### config.mk
export PLATFORM = sky130hd
export DESIGN_NAME = flash_host
export DESIGN_NICKNAME = d
export VERILOG_FILES = /design/src/include/flash_host_pkg.sv /design/src/logic/flash_host.sv /design/src/logic/flash_seq_rom.sv
export SDC_FILE = /design/constraint.sdc
export NUM_CORES = 1
export LEC_CHECK = 0
export BUFFER_PORTS_ARGS = -buffer_cell sky130_fd_sc_hd__clkbuf_2
export CORE_MARGIN = 2
export CORE_UTILIZATION = 53
export CTS_CLUSTER_DIAMETER = 150
export DETAILED_ROUTE_END_ITERATION = 10
export GPL_TIMING_DRIVEN = 0
export PLACE_DENSITY = 0.76
export SYNTH_ARGS = -nofsm -noshare
export SYNTH_HDL_FRONTEND = slang
export SYNTH_SLANG_ARGS = --single-unit
export TNS_END_PERCENT = 100
### constraint.sdc
create_clock -name CLK_IN -period 4.2 [get_ports CLK_IN]
set_input_delay 1.26 -clock CLK_IN [delete_from_list [all_inputs] [get_ports CLK_IN]]
set_output_delay 1.26 -clock CLK_IN [all_outputs]
set_load 0.01 [all_outputs]
### src/include/flash_host_pkg.sv
// Purpose: Constants and types for the parallel flash command host.
// Assumes: Host clock CLK_IN at 10 MHz; flash pins driven directly.
// Notes:   Summary of operation
// Summary of operation
// - Write only with strobe and select low
// - Program uses two unlock writes and A0H then data
// - Sector erase uses six writes, code 30H
// - Completed status is confirmed by two more reads
// - Exit identification with single F0H write
package flash_host_pkg;
    localparam int ADDR_W = 17;
    localparam int DATA_W = 8;
    localparam logic [ADDR_W-1:0] ADDR_UNLOCK1 = 17'h05555;
    localparam logic [ADDR_W-1:0] ADDR_UNLOCK2 = 17'h02AAA;
    localparam logic [ADDR_W-1:0] ADDR_ID_MFR  = 17'h00000;
    localparam logic [ADDR_W-1:0] ADDR_ID_DEV  = 17'h00001;
    localparam logic [DATA_W-1:0] CODE_UNLOCK1 = 8'hAA;
    localparam logic [DATA_W-1:0] CODE_UNLOCK2 = 8'h55;
    localparam logic [DATA_W-1:0] CODE_PROGRAM = 8'hA0;
    localparam logic [DATA_W-1:0] CODE_ERASE   = 8'h80;
    localparam logic [DATA_W-1:0] CODE_ID_IN   = 8'h90;
    localparam logic [DATA_W-1:0] CODE_ID_EXIT = 8'hF0;
    localparam logic [DATA_W-1:0] CODE_SECTOR  = 8'h30;
    localparam logic [DATA_W-1:0] CODE_CHIP    = 8'h10;
    localparam int SECTOR_LSB   = 12;     // Uniform 4 KByte sectors
    localparam int STATUS_BIT   = 7;      // inverted_data_status_bit
    localparam int TOGGLE_BIT   = 6;      // alternating_status_bit
    localparam int CLK_MHZ      = 10;
    localparam int STROBE_NS    = 200;    // Write strobe low time
    localparam int STROBE_CYC   = (STROBE_NS * CLK_MHZ + 999) / 1000;
    localparam int READ_NS      = 200;    // Read access wait
    localparam int READ_CYC     = (READ_NS * CLK_MHZ + 999) / 1000;
    localparam int PROG_US      = 30;     // Max byte program time
    localparam int PROG_CYC     = PROG_US * CLK_MHZ;
    localparam int RECHECK_N    = 2;      // Extra confirmation reads
    localparam int CNT_W        = 12;
    localparam int POLL_LIMIT   = 4095;   // Poll reads before timeout
    localparam int SEQ_MAX      = 6;

    // Operation codes from the user side
    typedef enum logic [2:0] {
        OP_READ, OP_PROGRAM, OP_SECTOR_ERASE, OP_CHIP_ERASE,
        OP_ID_READ, OP_ID_EXIT
    } op_t;

    // One bus write: address plus data
    typedef struct packed {
        logic [ADDR_W-1:0] addr;
        logic [DATA_W-1:0] data;
    } bus_word_t;

    // Request from the user
    typedef struct packed {
        op_t               op;
        logic [ADDR_W-1:0] addr;
        logic [DATA_W-1:0] data;
    } request_t;

    // Answer to the user
    typedef struct packed {
        logic              ok;
        logic [DATA_W-1:0] data;
        logic [DATA_W-1:0] data_hi;
    } answer_t;
endpackage : flash_host_pkg

### src/logic/flash_host.sv
// Purpose: Drives a parallel flash: reads, program, erase, identification.
// Assumes: Pins synchronous to CLK_IN; one request at a time.
// Notes:   Busy polling uses both status bits with a re-read on mismatch.
`timescale 1ns/100ps
module flash_host
    import flash_host_pkg::*;
(
    // Clock and reset
    input  wire logic              CLK_IN,
    input  wire logic              RESET_N_IN,
    // User request
    input  wire logic              REQ_VALID_IN,
    input  wire request_t          REQ_IN,
    output logic                   REQ_READY_OUT,
    // User answer
    output logic                   ANS_VALID_OUT,
    output answer_t                ANS_OUT,
    // Flash pins
    output logic [ADDR_W-1:0]      ADDR_OUT,
    output logic                   CHIP_SEL_N_OUT,
    output logic                   OUT_GATE_N_OUT,
    output logic                   WR_STROBE_N_OUT,
    output logic [DATA_W-1:0]      DATA_LINES_OUT,
    output logic                   DATA_LINES_OE_N_OUT,
    input  wire logic [DATA_W-1:0] DATA_LINES_IN
);
    typedef enum {
        S_IDLE, S_LOOKUP, S_WR_LOW, S_WR_HIGH, S_RD_LOW, S_RD_DONE,
        S_POLL, S_POLL_DONE, S_ANSWER, S_WR_END
    } state_t;

    typedef struct packed {
        logic              cs_n;
        logic              oe_n;
        logic              we_n;
        logic              drive_n;
        logic [ADDR_W-1:0] addr;
        logic [DATA_W-1:0] data;
    } pins_t;

    // Reset release through two flip-flops
    logic rst_meta_n;
    logic rst_n;
    always_ff @(posedge CLK_IN or negedge RESET_N_IN)
    begin
        if (!RESET_N_IN)
        begin
            rst_meta_n <= 1'b0;
            rst_n      <= 1'b0;
        end
        else
        begin
            rst_meta_n <= 1'b1;
            rst_n      <= rst_meta_n;
        end
    end

    state_t            state, next_state;
    request_t          req, next_req;
    pins_t             pins, next_pins;
    answer_t           ans, next_ans;
    logic              ans_valid, next_ans_valid;
    logic [2:0]        step, next_step;
    logic [2:0]        last_step, next_last_step;
    logic [CNT_W-1:0]  cnt, next_cnt;
    logic [CNT_W-1:0]  polls, next_polls;
    logic [1:0]        recheck, next_recheck;
    logic [1:0]        id_reads, next_id_reads;
    logic [DATA_W-1:0] prev_rd, next_prev_rd;
    logic [DATA_W-1:0] poll_rd, next_poll_rd;
    logic              first_poll, next_first_poll;
    bus_word_t         rom_word;

    // Command word table
    flash_seq_rom u_rom (
        .clk_in    (CLK_IN),
        .op_in     (req.op),
        .step_in   (step),
        .target_in ({req.addr, req.data}),
        .word_out  (rom_word)
    );

    // Number of bus writes per operation
    function automatic logic [2:0] seq_len(input op_t op);
        unique case (op)
            OP_PROGRAM:      seq_len = 3'h4;
            OP_SECTOR_ERASE: seq_len = 3'h6;
            OP_CHIP_ERASE:   seq_len = 3'h6;
            OP_ID_READ:      seq_len = 3'h3;
            OP_ID_EXIT:      seq_len = 3'h1;
            default:         seq_len = 3'h0;
        endcase
    endfunction : seq_len

    // Status read shows completion for this operation
    function automatic logic status_done(input logic [DATA_W-1:0] now_rd,
                                         input logic [DATA_W-1:0] was_rd,
                                         input request_t r);
        logic want7;
        want7 = (r.op == OP_PROGRAM) ? r.data[STATUS_BIT] : 1'b1;
        status_done = (now_rd[STATUS_BIT] == want7)
                    && (now_rd[TOGGLE_BIT] == was_rd[TOGGLE_BIT]);
    endfunction : status_done

    // Next state and pin values
    always_comb
    begin
        next_state      = state;
        next_req        = req;
        next_pins       = pins;
        next_ans        = ans;
        next_ans_valid  = 1'b0;
        next_step       = step;
        next_last_step  = last_step;
        next_cnt        = cnt;
        next_polls      = polls;
        next_recheck    = recheck;
        next_id_reads   = id_reads;
        next_prev_rd    = prev_rd;
        next_poll_rd    = poll_rd;
        next_first_poll = first_poll;
        unique case (state)
            S_IDLE:
            begin
                next_pins = '{1'b1, 1'b1, 1'b1, 1'b1, pins.addr, pins.data};
                if (REQ_VALID_IN)
                begin
                    next_req       = REQ_IN;
                    next_step      = 3'h0;
                    next_id_reads  = 2'h0;
                    next_ans       = '0;
                    next_last_step = seq_len(REQ_IN.op);
                    if (REQ_IN.op == OP_READ || REQ_IN.op == OP_ID_EXIT)
                        next_step = (REQ_IN.op == OP_ID_EXIT) ? 3'h6 : 3'h0;
                    if (REQ_IN.op == OP_READ)
                    begin
                        next_pins = '{1'b0, 1'b0, 1'b1, 1'b1, REQ_IN.addr, pins.data};
                        next_cnt  = CNT_W'(READ_CYC);
                        next_state = S_RD_LOW;
                    end
                    else
                        next_state = S_LOOKUP;
                end
            end
            S_LOOKUP:
                next_state = S_WR_LOW;
            S_WR_LOW:
            begin
                // Address set while strobe falls; gate high blocks no write
                next_pins = '{1'b0, 1'b1, 1'b0, 1'b0, rom_word.addr, rom_word.data};
                if (req.op == OP_ID_EXIT)
                    next_pins.data = CODE_ID_EXIT;
                next_cnt   = CNT_W'(STROBE_CYC);
                next_state = S_WR_HIGH;
            end
            S_WR_HIGH:
            begin
                if (cnt > CNT_W'(1))
                    next_cnt = cnt - CNT_W'(1);
                else
                begin
                    // Rising strobe latches data, address and data held
                    next_pins.we_n = 1'b1;
                    next_pins.cs_n = 1'b1;
                    next_step      = step + 3'h1;
                    if (req.op == OP_ID_EXIT || step + 3'h1 == last_step)
                        next_state = S_WR_END;
                    else
                        next_state = S_LOOKUP;
                end
            end
            // Last word: address and data held one cycle past the rise
            S_WR_END:
            begin
                if (req.op == OP_ID_READ)
                begin
                    next_pins = '{1'b0, 1'b0, 1'b1, 1'b1, ADDR_ID_MFR, pins.data};
                    next_cnt  = CNT_W'(READ_CYC);
                    next_state = S_RD_LOW;
                end
                else if (req.op == OP_ID_EXIT)
                begin
                    next_ans.ok = 1'b1;
                    next_state  = S_ANSWER;
                end
                else
                begin
                    // Polling begins after launching edge
                    next_first_poll = 1'b1;
                    next_polls      = '0;
                    next_recheck    = '0;
                    next_pins = '{1'b0, 1'b0, 1'b1, 1'b1, req.addr, pins.data};
                    next_cnt  = CNT_W'(READ_CYC);
                    next_state = S_POLL;
                end
            end
            S_RD_LOW:
            begin
                if (cnt > CNT_W'(1))
                    next_cnt = cnt - CNT_W'(1);
                else
                    next_state = S_RD_DONE;
            end
            S_RD_DONE:
            begin
                next_pins.cs_n = 1'b1;
                next_pins.oe_n = 1'b1;
                if (req.op == OP_ID_READ && id_reads == 2'h0)
                begin
                    next_ans.data  = DATA_LINES_IN;
                    next_id_reads  = 2'h1;
                    next_pins = '{1'b0, 1'b0, 1'b1, 1'b1, ADDR_ID_DEV, pins.data};
                    next_cnt  = CNT_W'(READ_CYC);
                    next_state = S_RD_LOW;
                end
                else
                begin
                    if (req.op == OP_ID_READ)
                        next_ans.data_hi = DATA_LINES_IN;
                    else
                        next_ans.data = DATA_LINES_IN;
                    next_ans.ok = 1'b1;
                    next_state  = S_ANSWER;
                end
            end
            S_POLL:
            begin
                if (cnt > CNT_W'(1))
                    next_cnt = cnt - CNT_W'(1);
                else
                begin
                    // Sample while the read is still gated
                    next_poll_rd   = DATA_LINES_IN;
                    next_pins.cs_n = 1'b1;
                    next_pins.oe_n = 1'b1;
                    next_state     = S_POLL_DONE;
                end
            end
            S_POLL_DONE:
            begin
                next_prev_rd    = poll_rd;
                next_first_poll = 1'b0;
                next_polls      = polls + CNT_W'(1);
                if (!first_poll && status_done(poll_rd, prev_rd, req))
                begin
                    if (recheck == 2'(RECHECK_N))
                    begin
                        next_ans.ok   = 1'b1;
                        next_ans.data = poll_rd;
                        next_state    = S_ANSWER;
                    end
                    else
                        next_recheck = recheck + 2'h1;
                end
                else
                    next_recheck = '0;
                if (polls == CNT_W'(POLL_LIMIT))
                begin
                    next_ans.ok = 1'b0;
                    next_state  = S_ANSWER;
                end
                else if (next_state == S_POLL_DONE)
                begin
                    next_pins.cs_n = 1'b0;
                    next_pins.oe_n = 1'b0;
                    next_cnt       = CNT_W'(READ_CYC);
                    next_state     = S_POLL;
                end
            end
            S_ANSWER:
            begin
                next_ans_valid = 1'b1;
                next_state     = S_IDLE;
            end
        endcase
    end

    // State registers
    always_ff @(posedge CLK_IN or negedge rst_n)
    begin
        if (!rst_n)
        begin
            state      <= S_IDLE;
            req        <= '0;
            pins       <= '{1'b1, 1'b1, 1'b1, 1'b1, '0, '0};
            ans        <= '0;
            ans_valid  <= 1'b0;
            step       <= '0;
            last_step  <= '0;
            cnt        <= '0;
            polls      <= '0;
            recheck    <= '0;
            id_reads   <= '0;
            prev_rd    <= '0;
            poll_rd    <= '0;
            first_poll <= 1'b0;
        end
        else
        begin
            state      <= next_state;
            req        <= next_req;
            pins       <= next_pins;
            ans        <= next_ans;
            ans_valid  <= next_ans_valid;
            step       <= next_step;
            last_step  <= next_last_step;
            cnt        <= next_cnt;
            polls      <= next_polls;
            recheck    <= next_recheck;
            id_reads   <= next_id_reads;
            prev_rd    <= next_prev_rd;
            poll_rd    <= next_poll_rd;
            first_poll <= next_first_poll;
        end
    end

    // Outputs
    assign REQ_READY_OUT       = (state == S_IDLE);
    assign ANS_VALID_OUT       = ans_valid;
    assign ANS_OUT             = ans;
    assign ADDR_OUT            = pins.addr;
    assign CHIP_SEL_N_OUT      = pins.cs_n;
    assign OUT_GATE_N_OUT      = pins.oe_n;
    assign WR_STROBE_N_OUT     = pins.we_n;
    assign DATA_LINES_OUT      = pins.data;
    assign DATA_LINES_OE_N_OUT = pins.drive_n;
endmodule : flash_host

### src/logic/flash_seq_rom.sv
// Purpose: Registered table of command bus words per operation.
// Assumes: Step index up to SEQ_MAX; index SEQ_MAX returns the target word.
// Notes:   Read data come out of a register one cycle after the index.
`timescale 1ns/100ps
module flash_seq_rom
    import flash_host_pkg::*;
(
    // Clock
    input  wire logic      clk_in,
    // Lookup
    input  wire op_t       op_in,
    input  wire logic [2:0] step_in,
    input  wire bus_word_t target_in,
    // Result
    output bus_word_t      word_out
);
    bus_word_t next_word;

    // Command table lookup
    always_comb
    begin
        next_word = target_in;
        unique case (step_in)
            3'h0: next_word = '{ADDR_UNLOCK1, CODE_UNLOCK1};
            3'h1: next_word = '{ADDR_UNLOCK2, CODE_UNLOCK2};
            3'h2:
            begin
                unique case (op_in)
                    OP_PROGRAM: next_word = '{ADDR_UNLOCK1, CODE_PROGRAM};
                    OP_ID_READ: next_word = '{ADDR_UNLOCK1, CODE_ID_IN};
                    OP_ID_EXIT: next_word = '{ADDR_UNLOCK1, CODE_ID_EXIT};
                    default:    next_word = '{ADDR_UNLOCK1, CODE_ERASE};
                endcase
            end
            3'h3:
            begin
                if (op_in == OP_PROGRAM)
                    next_word = target_in;
                else
                    next_word = '{ADDR_UNLOCK1, CODE_UNLOCK1};
            end
            3'h4: next_word = '{ADDR_UNLOCK2, CODE_UNLOCK2};
            3'h5:
            begin
                if (op_in == OP_CHIP_ERASE)
                    next_word = '{ADDR_UNLOCK1, CODE_CHIP};
                else
                    next_word = '{target_in.addr, CODE_SECTOR};
            end
            default: next_word = target_in;
        endcase
    end

    // Registered read data
    always_ff @(posedge clk_in)
    begin
        word_out <= next_word;
    end
endmodule : flash_seq_rom

==> key figures, run 1 <==
Synthesis
  – Yosys reg bits: 177
  – Avg Inst Size Synth: between 9 and 10 sq um
  – Synthesis Warnings: 0
  – Post-synth cell types: between 60 and 70
  – Gate count after technology mapping: about 850
  – Post-Synthesis Cell Area: about 0.008 sq mm
  – Share of synthesized area occupied by flip-flops and latches: roughly 53%
  – Primary flip-flop cell chosen by synthesis mapping: dfrtp_1
  – Share of async-settable or async-resettable flops after synthesis: 85.88%
  – Post-synth EDFFs: 0

Routing
  – Starting DRT DRC Count: 610
  – Final wirelength: 19,750 microns
  – Average wire per cell in the routed design: between 15 and 20 microns
  – Routed wl met2: 9103 microns
  – Vias per inst: around 5.8
  – DRC errors left: 0
  – Via total after detailed routing: 6,875
  – Met1 WL: about 9000 microns
  – Top Metal Used: met4
  – Wire length on met3: about 1400 microns
  – TritonRoute pass-1 iters: 5
  – Detail Route Antenna Nets: 0

Timing
  – Final critical delay including setup and external delays: about 4000 ps
  – Portion of the clock cycle consumed by the worst path in the final layout: a little over nine tenths
  – Final sum of negative setup slack: 0 ps
  – Maximum operating frequency: between 200 and 300 MHz
  – Final hold viol count: 0
  – Worst max-slew margin expressed relative to the limit: about 27%
  – Final number of setup-violating endpoints: 0
  – Transition at the pin with the smallest max-transition slack: roughly 1100 ps
  – Number of pins exceeding their max-slew limit in the final report: 0
  – Tightest hold margin: roughly 360 ps
  – Unrepaired setup endpoints after global routing: no
  – Setup skew after layout: about 6.6 ps

Finish
  – Cell area after layout: 0.009539 sq mm
  – Synth-to-Final Area Change: 17.80%
  – Core Util, Final: a little over three fifths
  – Post-layout nets: 1,033
  – Share of layout cells above drive strength 1: a little under a fifth
  – Number of filler instances in the final layout: about 1,200
  – Number of inserted diodes: 0

Worst setup path
  – CP Data Arrival Time: around 2700 ps
  – Slowest stage cell, crit path: nor4_1
  – Largest stage delay, worst path: between 300 and 400 ps
  – Data required time at the worst endpoint: roughly 2900 ps
  – Total buffers and inverters traversed by the critical path: 3
  – Critical Path Sink Type: output pin
  – Delay-heaviest family, CP: simple AND/OR/NAND/NOR gates
  – Crit Path Category: flop to output pin
  – Critical path, cell by cell: nor4_1 > and4_1 > buf_2 > nand2_1 > clkbuf_2 > nor2_1 > clkbuf_2
  – Minimum setup slack among reg-to-reg paths: ~1100 ps
  – Worst-path maximum fanout: 19
  – Cell seen most often among critical-path stages: clkbuf_2
  – Critical path startpoint category: flop

Placed design
  – Number of port buffers: between 80 and 90
  – Total placed instance area: 0.008924 sq mm
  – HPWL after detailed placement: roughly 14,000 microns
  – Final Wtd Congestion: 0.9215

Clock network
  – Number of clock sinks seen by CTS: 177
  – Post-CTS clock slew at the launch and capture registers of the worst setup and hold paths: 70 ps
  – CTS tree: done
  – Number of buffers created by CTS: 17
  – Root cell of the clock tree: clkbuf_16
  – Clock latency reported for the late side of the worst-skew pair: around 430 ps
  – Maximum number of buffers from clock root to sink: 2
  – Post CTS Setup Buffer Count: 0
  – CTS H-Tree Depth: 4

Power
  – P per Cell Area: roughly 370 mW/mm^2
  – Static leakage power: 4.468 nW
  – Maximum vdd drop: between 0.3 and 0.4 mV

Global routing
  – Maximum number of pins on one net before global-route repair: 52
  – Wire length of the first global-routing pass: around 32,000 microns
  – Via count of the first global-routing pass: 6,387
  – Overall Global Routing Usage: roughly 25%
  – Initial antenna violation count: 0
  – Total grt overflow: 0

Die
  – Die Outline Area: 0.01628 sq mm
  – Starting density of the core: between 50 and 60%
  – Placement row count: 45
  – Area inside the core boundary: about 0.015 sq mm
  – Die extent in x: between 100 and 150 microns
  – Die outline height: between 100 and 150 microns
  – Number of top-level pins: 87

Worst hold path
  – Class of the worst hold path: flop to asynchronous set/reset pin

Outcome
  – Result of the run: finished, final reports clean

Run
  – Max-cap check violation count: 0
[sequential cells by signal (all words and copies together) (netlist names), 2 cells and up]
signal          count
DATA_LINES_OUT      8
u_rom.word_out     25
poll_rd             8
ANS_OUT            17
step                3
last_step           3
polls              12
recheck             2
state              32
ADDR_OUT           17
cnt                12
req                28
[cell usage in the layout, fill, tap and decap left out, types with 25 or more instances in the layout]
master      n
nand3_1    39
nand2_1   180
clkbuf_2   87
a21oi_1    40
conb_1     29
clkbuf_1   28
dfxtp_1    25
dfrtp_1   147
nor2_1     67
mux2_2     33
o21ai_0    34
[path summary, 6_finish.rpt]
path,start,end,depth (start not counted)
worst max-delay path,state[12],REQ_READY_OUT,7
worst min-delay path,rst_n,state[28],0
worst max register to register,state[2],ADDR_OUT[14],8
worst min register to register,rst_n,state[28],0
max in group asynchronous,rst_n,cnt[1],2
min in group CLK_IN,rst_meta_n,rst_n,0
[logic make-up (layout without fill, tap and decap cells)]
logic type	Yosys count	in the layout	share of synthesized area, %
xor+xnor	17	17	1.839
flops	177	177	53.21
mux	35	35	4.836
simple gates	387	387	22.27
compound gates	164	164	13.29
buf+inv	61	180	3.075
other cells	2	29	0.09274
fa+ha+maj	9	9	1.391
[metal layers]
| layer | up-vias | GRT usage, % |
|---|---|---|
| met5 | - | 0 |
| met3 | 30 | 5.193 |
| li1 | 3245 | - |
| met2 | 267 | 38.28 |
| met4 | 0 | 7.498 |
| met1 | 3333 | 36.33 |
[timing repair]
action | CTS | global route
endpoints found under the setup margin | 1 | 1
resized for setup | 0 | 3
hold buffers | 0 | 0
pin swaps | 0 | 0
gates cloned | 0 | 0
hold endpoints to repair | 0 | 0
[synthesized netlist by cell type (13+ instances only)]
| cell type | count | area share, % |
|---|---|---|
| nor3_1 | 21 | 1.3 |
| dfrtp_1 | 148 | 46 |
| nor4_1 | 13 | 1.0 |
| a21oi_1 | 40 | 2.5 |
| a32oi_1 | 15 | 1.6 |
| o21ai_0 | 34 | 2.1 |
| nor2_1 | 67 | 3.1 |
| dfxtp_1 | 25 | 6.2 |
| inv_1 | 19 | 0.88 |
| clkbuf_1 | 30 | 1.4 |
| a31oi_1 | 21 | 1.6 |
| nand3_1 | 39 | 2.4 |
| nand2_1 | 180 | 8.3 |
| mux2_2 | 33 | 4.6 |
[where the power goes]
group | leakage (nW) | internal [mW] | switching, mW | total (mW)
clock network | 0.297 | 0.954 | 0.697 | 1.65
registers | 2.12 | 1.72 | 0.0167 | 1.74
logic | 2.05 | 0.0349 | 0.0621 | 0.0970
[through the flow]
stage          total power, mW  cells  worst slack, ps
6_report                 3.485   1186            243.6
2_1_floorplan            1.814    879             1188
3_3_place_gp             1.859   1153            436.7
4_1_cts                  3.507   1186            111.6
5_1_grt                  3.595   1186            40.96
3_5_place_dp             1.866   1155            445.3
[worst register-to-register path: stages, from the launching register on]
cell and delay [ps]:
dfrtp_1 460, buf_2 280, nor2b_1 370, o21ai_0 150, a21oi_1 340, nor2_1 140, o21ai_1 560, buf_4 360
mux2_2 370
[final cells by class]
cell class,count,area [sq um],share of cell area (%)
Sequential cell,177,4313,45.21
Multi-Input combinational cell,641,3641,38.17
Timing Repair Buffer,88,485.5,5.089
Clock buffer,17,425.4,4.460
Tap cell,188,235.2,2.466
Clock inverter,15,192.7,2.020
Buffer,41,175.2,1.836
Inverter,19,71.32,0.7476
(Power assumes the default switching activity.)
==> run 2: changes to the inputs <==
- PLACE_DENSITY: 0.76 -> 0.75
==> run 2 against run 1 <==
Count of clock-buffer cells in the layout grew 2. Critical path depth is the same. Fmax shrank 0.89%. Largest cell class unchanged. Global-route usage grew 0.79 points. Cell count is the same. Combinational power grew 2.6%. Sequential power is essentially flat. Die area is the same. Worst setup slack lost 36 ps. Largest power group unchanged. Routed wire length grew 2.1%. Worst hold slack lost 55 ps.
==> key figures, run 2 (synthesized netlist as in run 1, its figures left out) <==
Worst setup path
  – Data required time at the worst endpoint: 2940 ps (about the same)
  – Critical Path Sink Type: output pin (unchanged)
  – CP Data Arrival Time: 2730 ps (was 2700 ps)
  – Cells on worst reg2reg path: 8 (unchanged)
  – Critical path startpoint category: flop (unchanged)
  – Worst R2R End: ADDR_OUT[10] (was ADDR_OUT[14])
  – Crit Path Category: flop to output pin (unchanged)
  – Reg2reg start: state[2] (unchanged)
  – Minimum setup slack among reg-to-reg paths: 1090 ps (was 1050 ps)
  – Worst-path maximum fanout: 19 (unchanged)

Clock network
  – Root cell of the clock tree: clkbuf_16 (unchanged)
  – Number of buffers created by CTS: 17 (unchanged)
  – CTS tree: done (unchanged)
  – Clock latency reported for the late side of the worst-skew pair: 430 ps (about the same)
  – Number of clock sinks seen by CTS: 177 (unchanged)
  – Maximum number of buffers from clock root to sink: 2 (unchanged)
  – CTS H-Tree Depth: 4 (unchanged)
  – Post-CTS clock slew at the launch and capture registers of the worst setup and hold paths: 70 ps (about the same)

Worst hold path
  – Class of the worst hold path: flop to asynchronous set/reset pin (unchanged)

Timing
  – Final sum of negative setup slack: 0 ps (unchanged)
  – Setup skew after layout: 11.01 ps (was 6.618 ps)
  – Final hold viol count: 0 (unchanged)
  – Final number of setup-violating endpoints: 0 (unchanged)
  – Tightest hold margin: 300.7 ps (was 355.5 ps)
  – Number of pins exceeding their max-slew limit in the final report: 0 (unchanged)
  – Min setup slack post-route: 208.0 ps (was 243.6 ps)
  – Final critical delay including setup and external delays: 3992 ps (was 3956 ps)
  – Transition at the pin with the smallest max-transition slack: 1031 ps (was 1066 ps)
  – Maximum operating frequency: 250.5 MHz (was 252.8 MHz)
  – Portion of the clock cycle consumed by the worst path in the final layout: 95.05% (was 94.20%)
  – Worst max-slew margin expressed relative to the limit: 29.27% (was 26.90%)
  – Unrepaired setup endpoints after global routing: no (unchanged)

Die
  – Starting density of the core: 53.67% (unchanged)
  – Die Outline Area: 0.01628 sq mm (unchanged)
  – Die outline height: 127.6 microns (unchanged)
  – Area inside the core boundary: 0.01509 sq mm (unchanged)
  – Die extent in x: 127.6 microns (unchanged)
  – Placement row count: 45 (unchanged)
  – Number of top-level pins: 87 (unchanged)

Power
  – Maximum vdd drop: 0.3423 mV (was 0.3412 mV)
  – Clk pwr share: 48.1% (was 47.4%)
  – Switching power as a share of total power: 22.20% (was 22.26%)
  – Internal power of the cells: 2.749 mW (was 2.709 mW)
  – Fraction of power consumed by sequential logic: 49.1% (was 49.8%)
  – Static leakage power: 4.488 nW (was 4.468 nW)
  – P per Cell Area: 369.3 mW/mm^2 (was 365.3 mW/mm^2)
  – Sw Pwr: 784.3 uW (was 775.8 uW)
  – Combinational Power Share: 2.8% (about the same)

Finish
  – Leading cell type in the layout, fill and taps excluded: nand2_1 (unchanged)
  – Largest registers: state (32), req (28), u_rom.word_out (25) (unchanged)
  – Area occupied by multi-input gates: 0.003641 sq mm (unchanged)
  – Non-filler cells, final: 1,186 (unchanged)
  – Share of layout cells above drive strength 1: 18.34% (was 18.24%)
  – Flip-flop count of the largest register after layout: 32 (unchanged)
  – Post-layout nets: 1,033 (unchanged)
  – Sequential standard cell area: 0.004313 sq mm (unchanged)
  – Register ranked first by flip-flop count: state (unchanged)
  – Commonest cells after routing, fill and taps aside: 180 x nand2_1, 147 x dfrtp_1, 87 x clkbuf_2 (unchanged)
  – Number of inserted diodes: 0 (unchanged)
  – Synth-to-Final Area Change: 18.14% (was 17.80%)
  – Number of filler instances in the final layout: 1,258 (was 1,241)
  – Cell area after layout: 0.009567 sq mm (was 0.009539 sq mm)

Placed design
  – Number of cells after detailed placement: 1,155 (unchanged)
  – Total placed instance area: 0.008924 sq mm (unchanged)
  – Number of port buffers: 86 (unchanged)
  – HPWL after detailed placement: 14,090 microns (was 14,080 microns)
  – Final Wtd Congestion: 0.9890 (was 0.9215)
  – Worst slack at placement: 438.6 ps (was 445.3 ps)

Outcome
  – Result of the run: finished, final reports clean (unchanged)

Global routing
  – Total grt overflow: 0 (unchanged)
  – Overall Global Routing Usage: 25.82% (was 25.03%)
  – Initial antenna violation count: 0 (unchanged)
  – Wire length of the first global-routing pass: 33,050 microns (was 32,290 microns)
  – Via count of the first global-routing pass: 6,494 (was 6,387)
  – Maximum number of pins on one net before global-route repair: 60 (was 52)

Routing
  – Final wirelength: 20,170 microns (was 19,750 microns)
  – Starting DRT DRC Count: 580 (was 610)
  – Detail Route Antenna Nets: 0 (unchanged)
  – Via total after detailed routing: 6,843 (was 6,875)
  – Average wire per cell in the routed design: 17.01 microns (was 16.65 microns)
  – TritonRoute pass-1 iters: 5 (unchanged)
  – DRC errors left: 0 (unchanged)
  – Vias per inst: 5.770 (was 5.797)

Run
  – Max-cap check violation count: 0 (unchanged)
-- run 2: power groups by stage --
stage | registers (mW) | logic [mW] | clock network (mW)
after CTS | 1.74 | 0.0997 | 1.71
after global routing | 1.74 | 0.112 | 1.78
after global placement | 1.79 | 0.0701 | 0
after floorplan | 1.78 | 0.0352 | 0
after detailed placement | 1.77 | 0.0987 | 0
final | 1.73 | 0.0995 | 1.70
-- run 2: metal layers --
metal / part of all wire [%] / up-vias / track usage (%)
met5: 0 / - / 0
met4: 1.9 / 0 / 8.468
met3: 6.8 / 31 / 6.742
met2: 47 / 227 / 39.79
met1: 44 / 3347 / 35.93
li1: - / 3238 / -
-- run 2: critical path, cell delays in order (launching register included) --
cell and delay [ps]:
dfrtp_1 360, nor4_1 440, and4_1 270, buf_2 230
nand2_1 220, clkbuf_2 370, nor2_1 250, clkbuf_2 170
-- run 2: worst max path at each step --
stage | slack (ps) | endpoint | cells after the start | start
2_1_floorplan | 1190 | REQ_READY_OUT | 7 | state[15]
3_3_place_gp | 420 | REQ_READY_OUT | 8 | state[15]
3_5_place_dp | 440 | REQ_READY_OUT | 8 | state[15]
4_1_cts | 100 | REQ_READY_OUT | 7 | state[15]
5_1_grt | 30 | REQ_READY_OUT | 7 | state[15]
6_report | 210 | REQ_READY_OUT | 7 | state[15]
-- run 2: repair_timing --
action                                  4_1_cts  5_1_grt
hold buffers                                  0        0
resized for setup                             0        3
pin swaps                                     0        0
endpoints found under the setup margin        1        1
buffers inserted                              0        0
-- run 2: per-stage QoR --
stage / power [mW] / utilization (%)
6_report: 3.533 / 63.40
5_1_grt: 3.633 / 63.40
4_1_cts: 3.546 / 63.39
3_5_place_dp: 1.867 / 59.14
3_3_place_gp: 1.859 / 58.76
2_1_floorplan: 1.814 / -
-- run 2: area by class of cell --
type	instances	area share, %
clock buffer	19	4.734
inverter	19	0.7455
buffer	41	1.831
sequential	177	45.08
clock inverter	13	2.014
tap	188	2.459
multi-input combinational	641	38.06
timing repair buffer	88	5.075
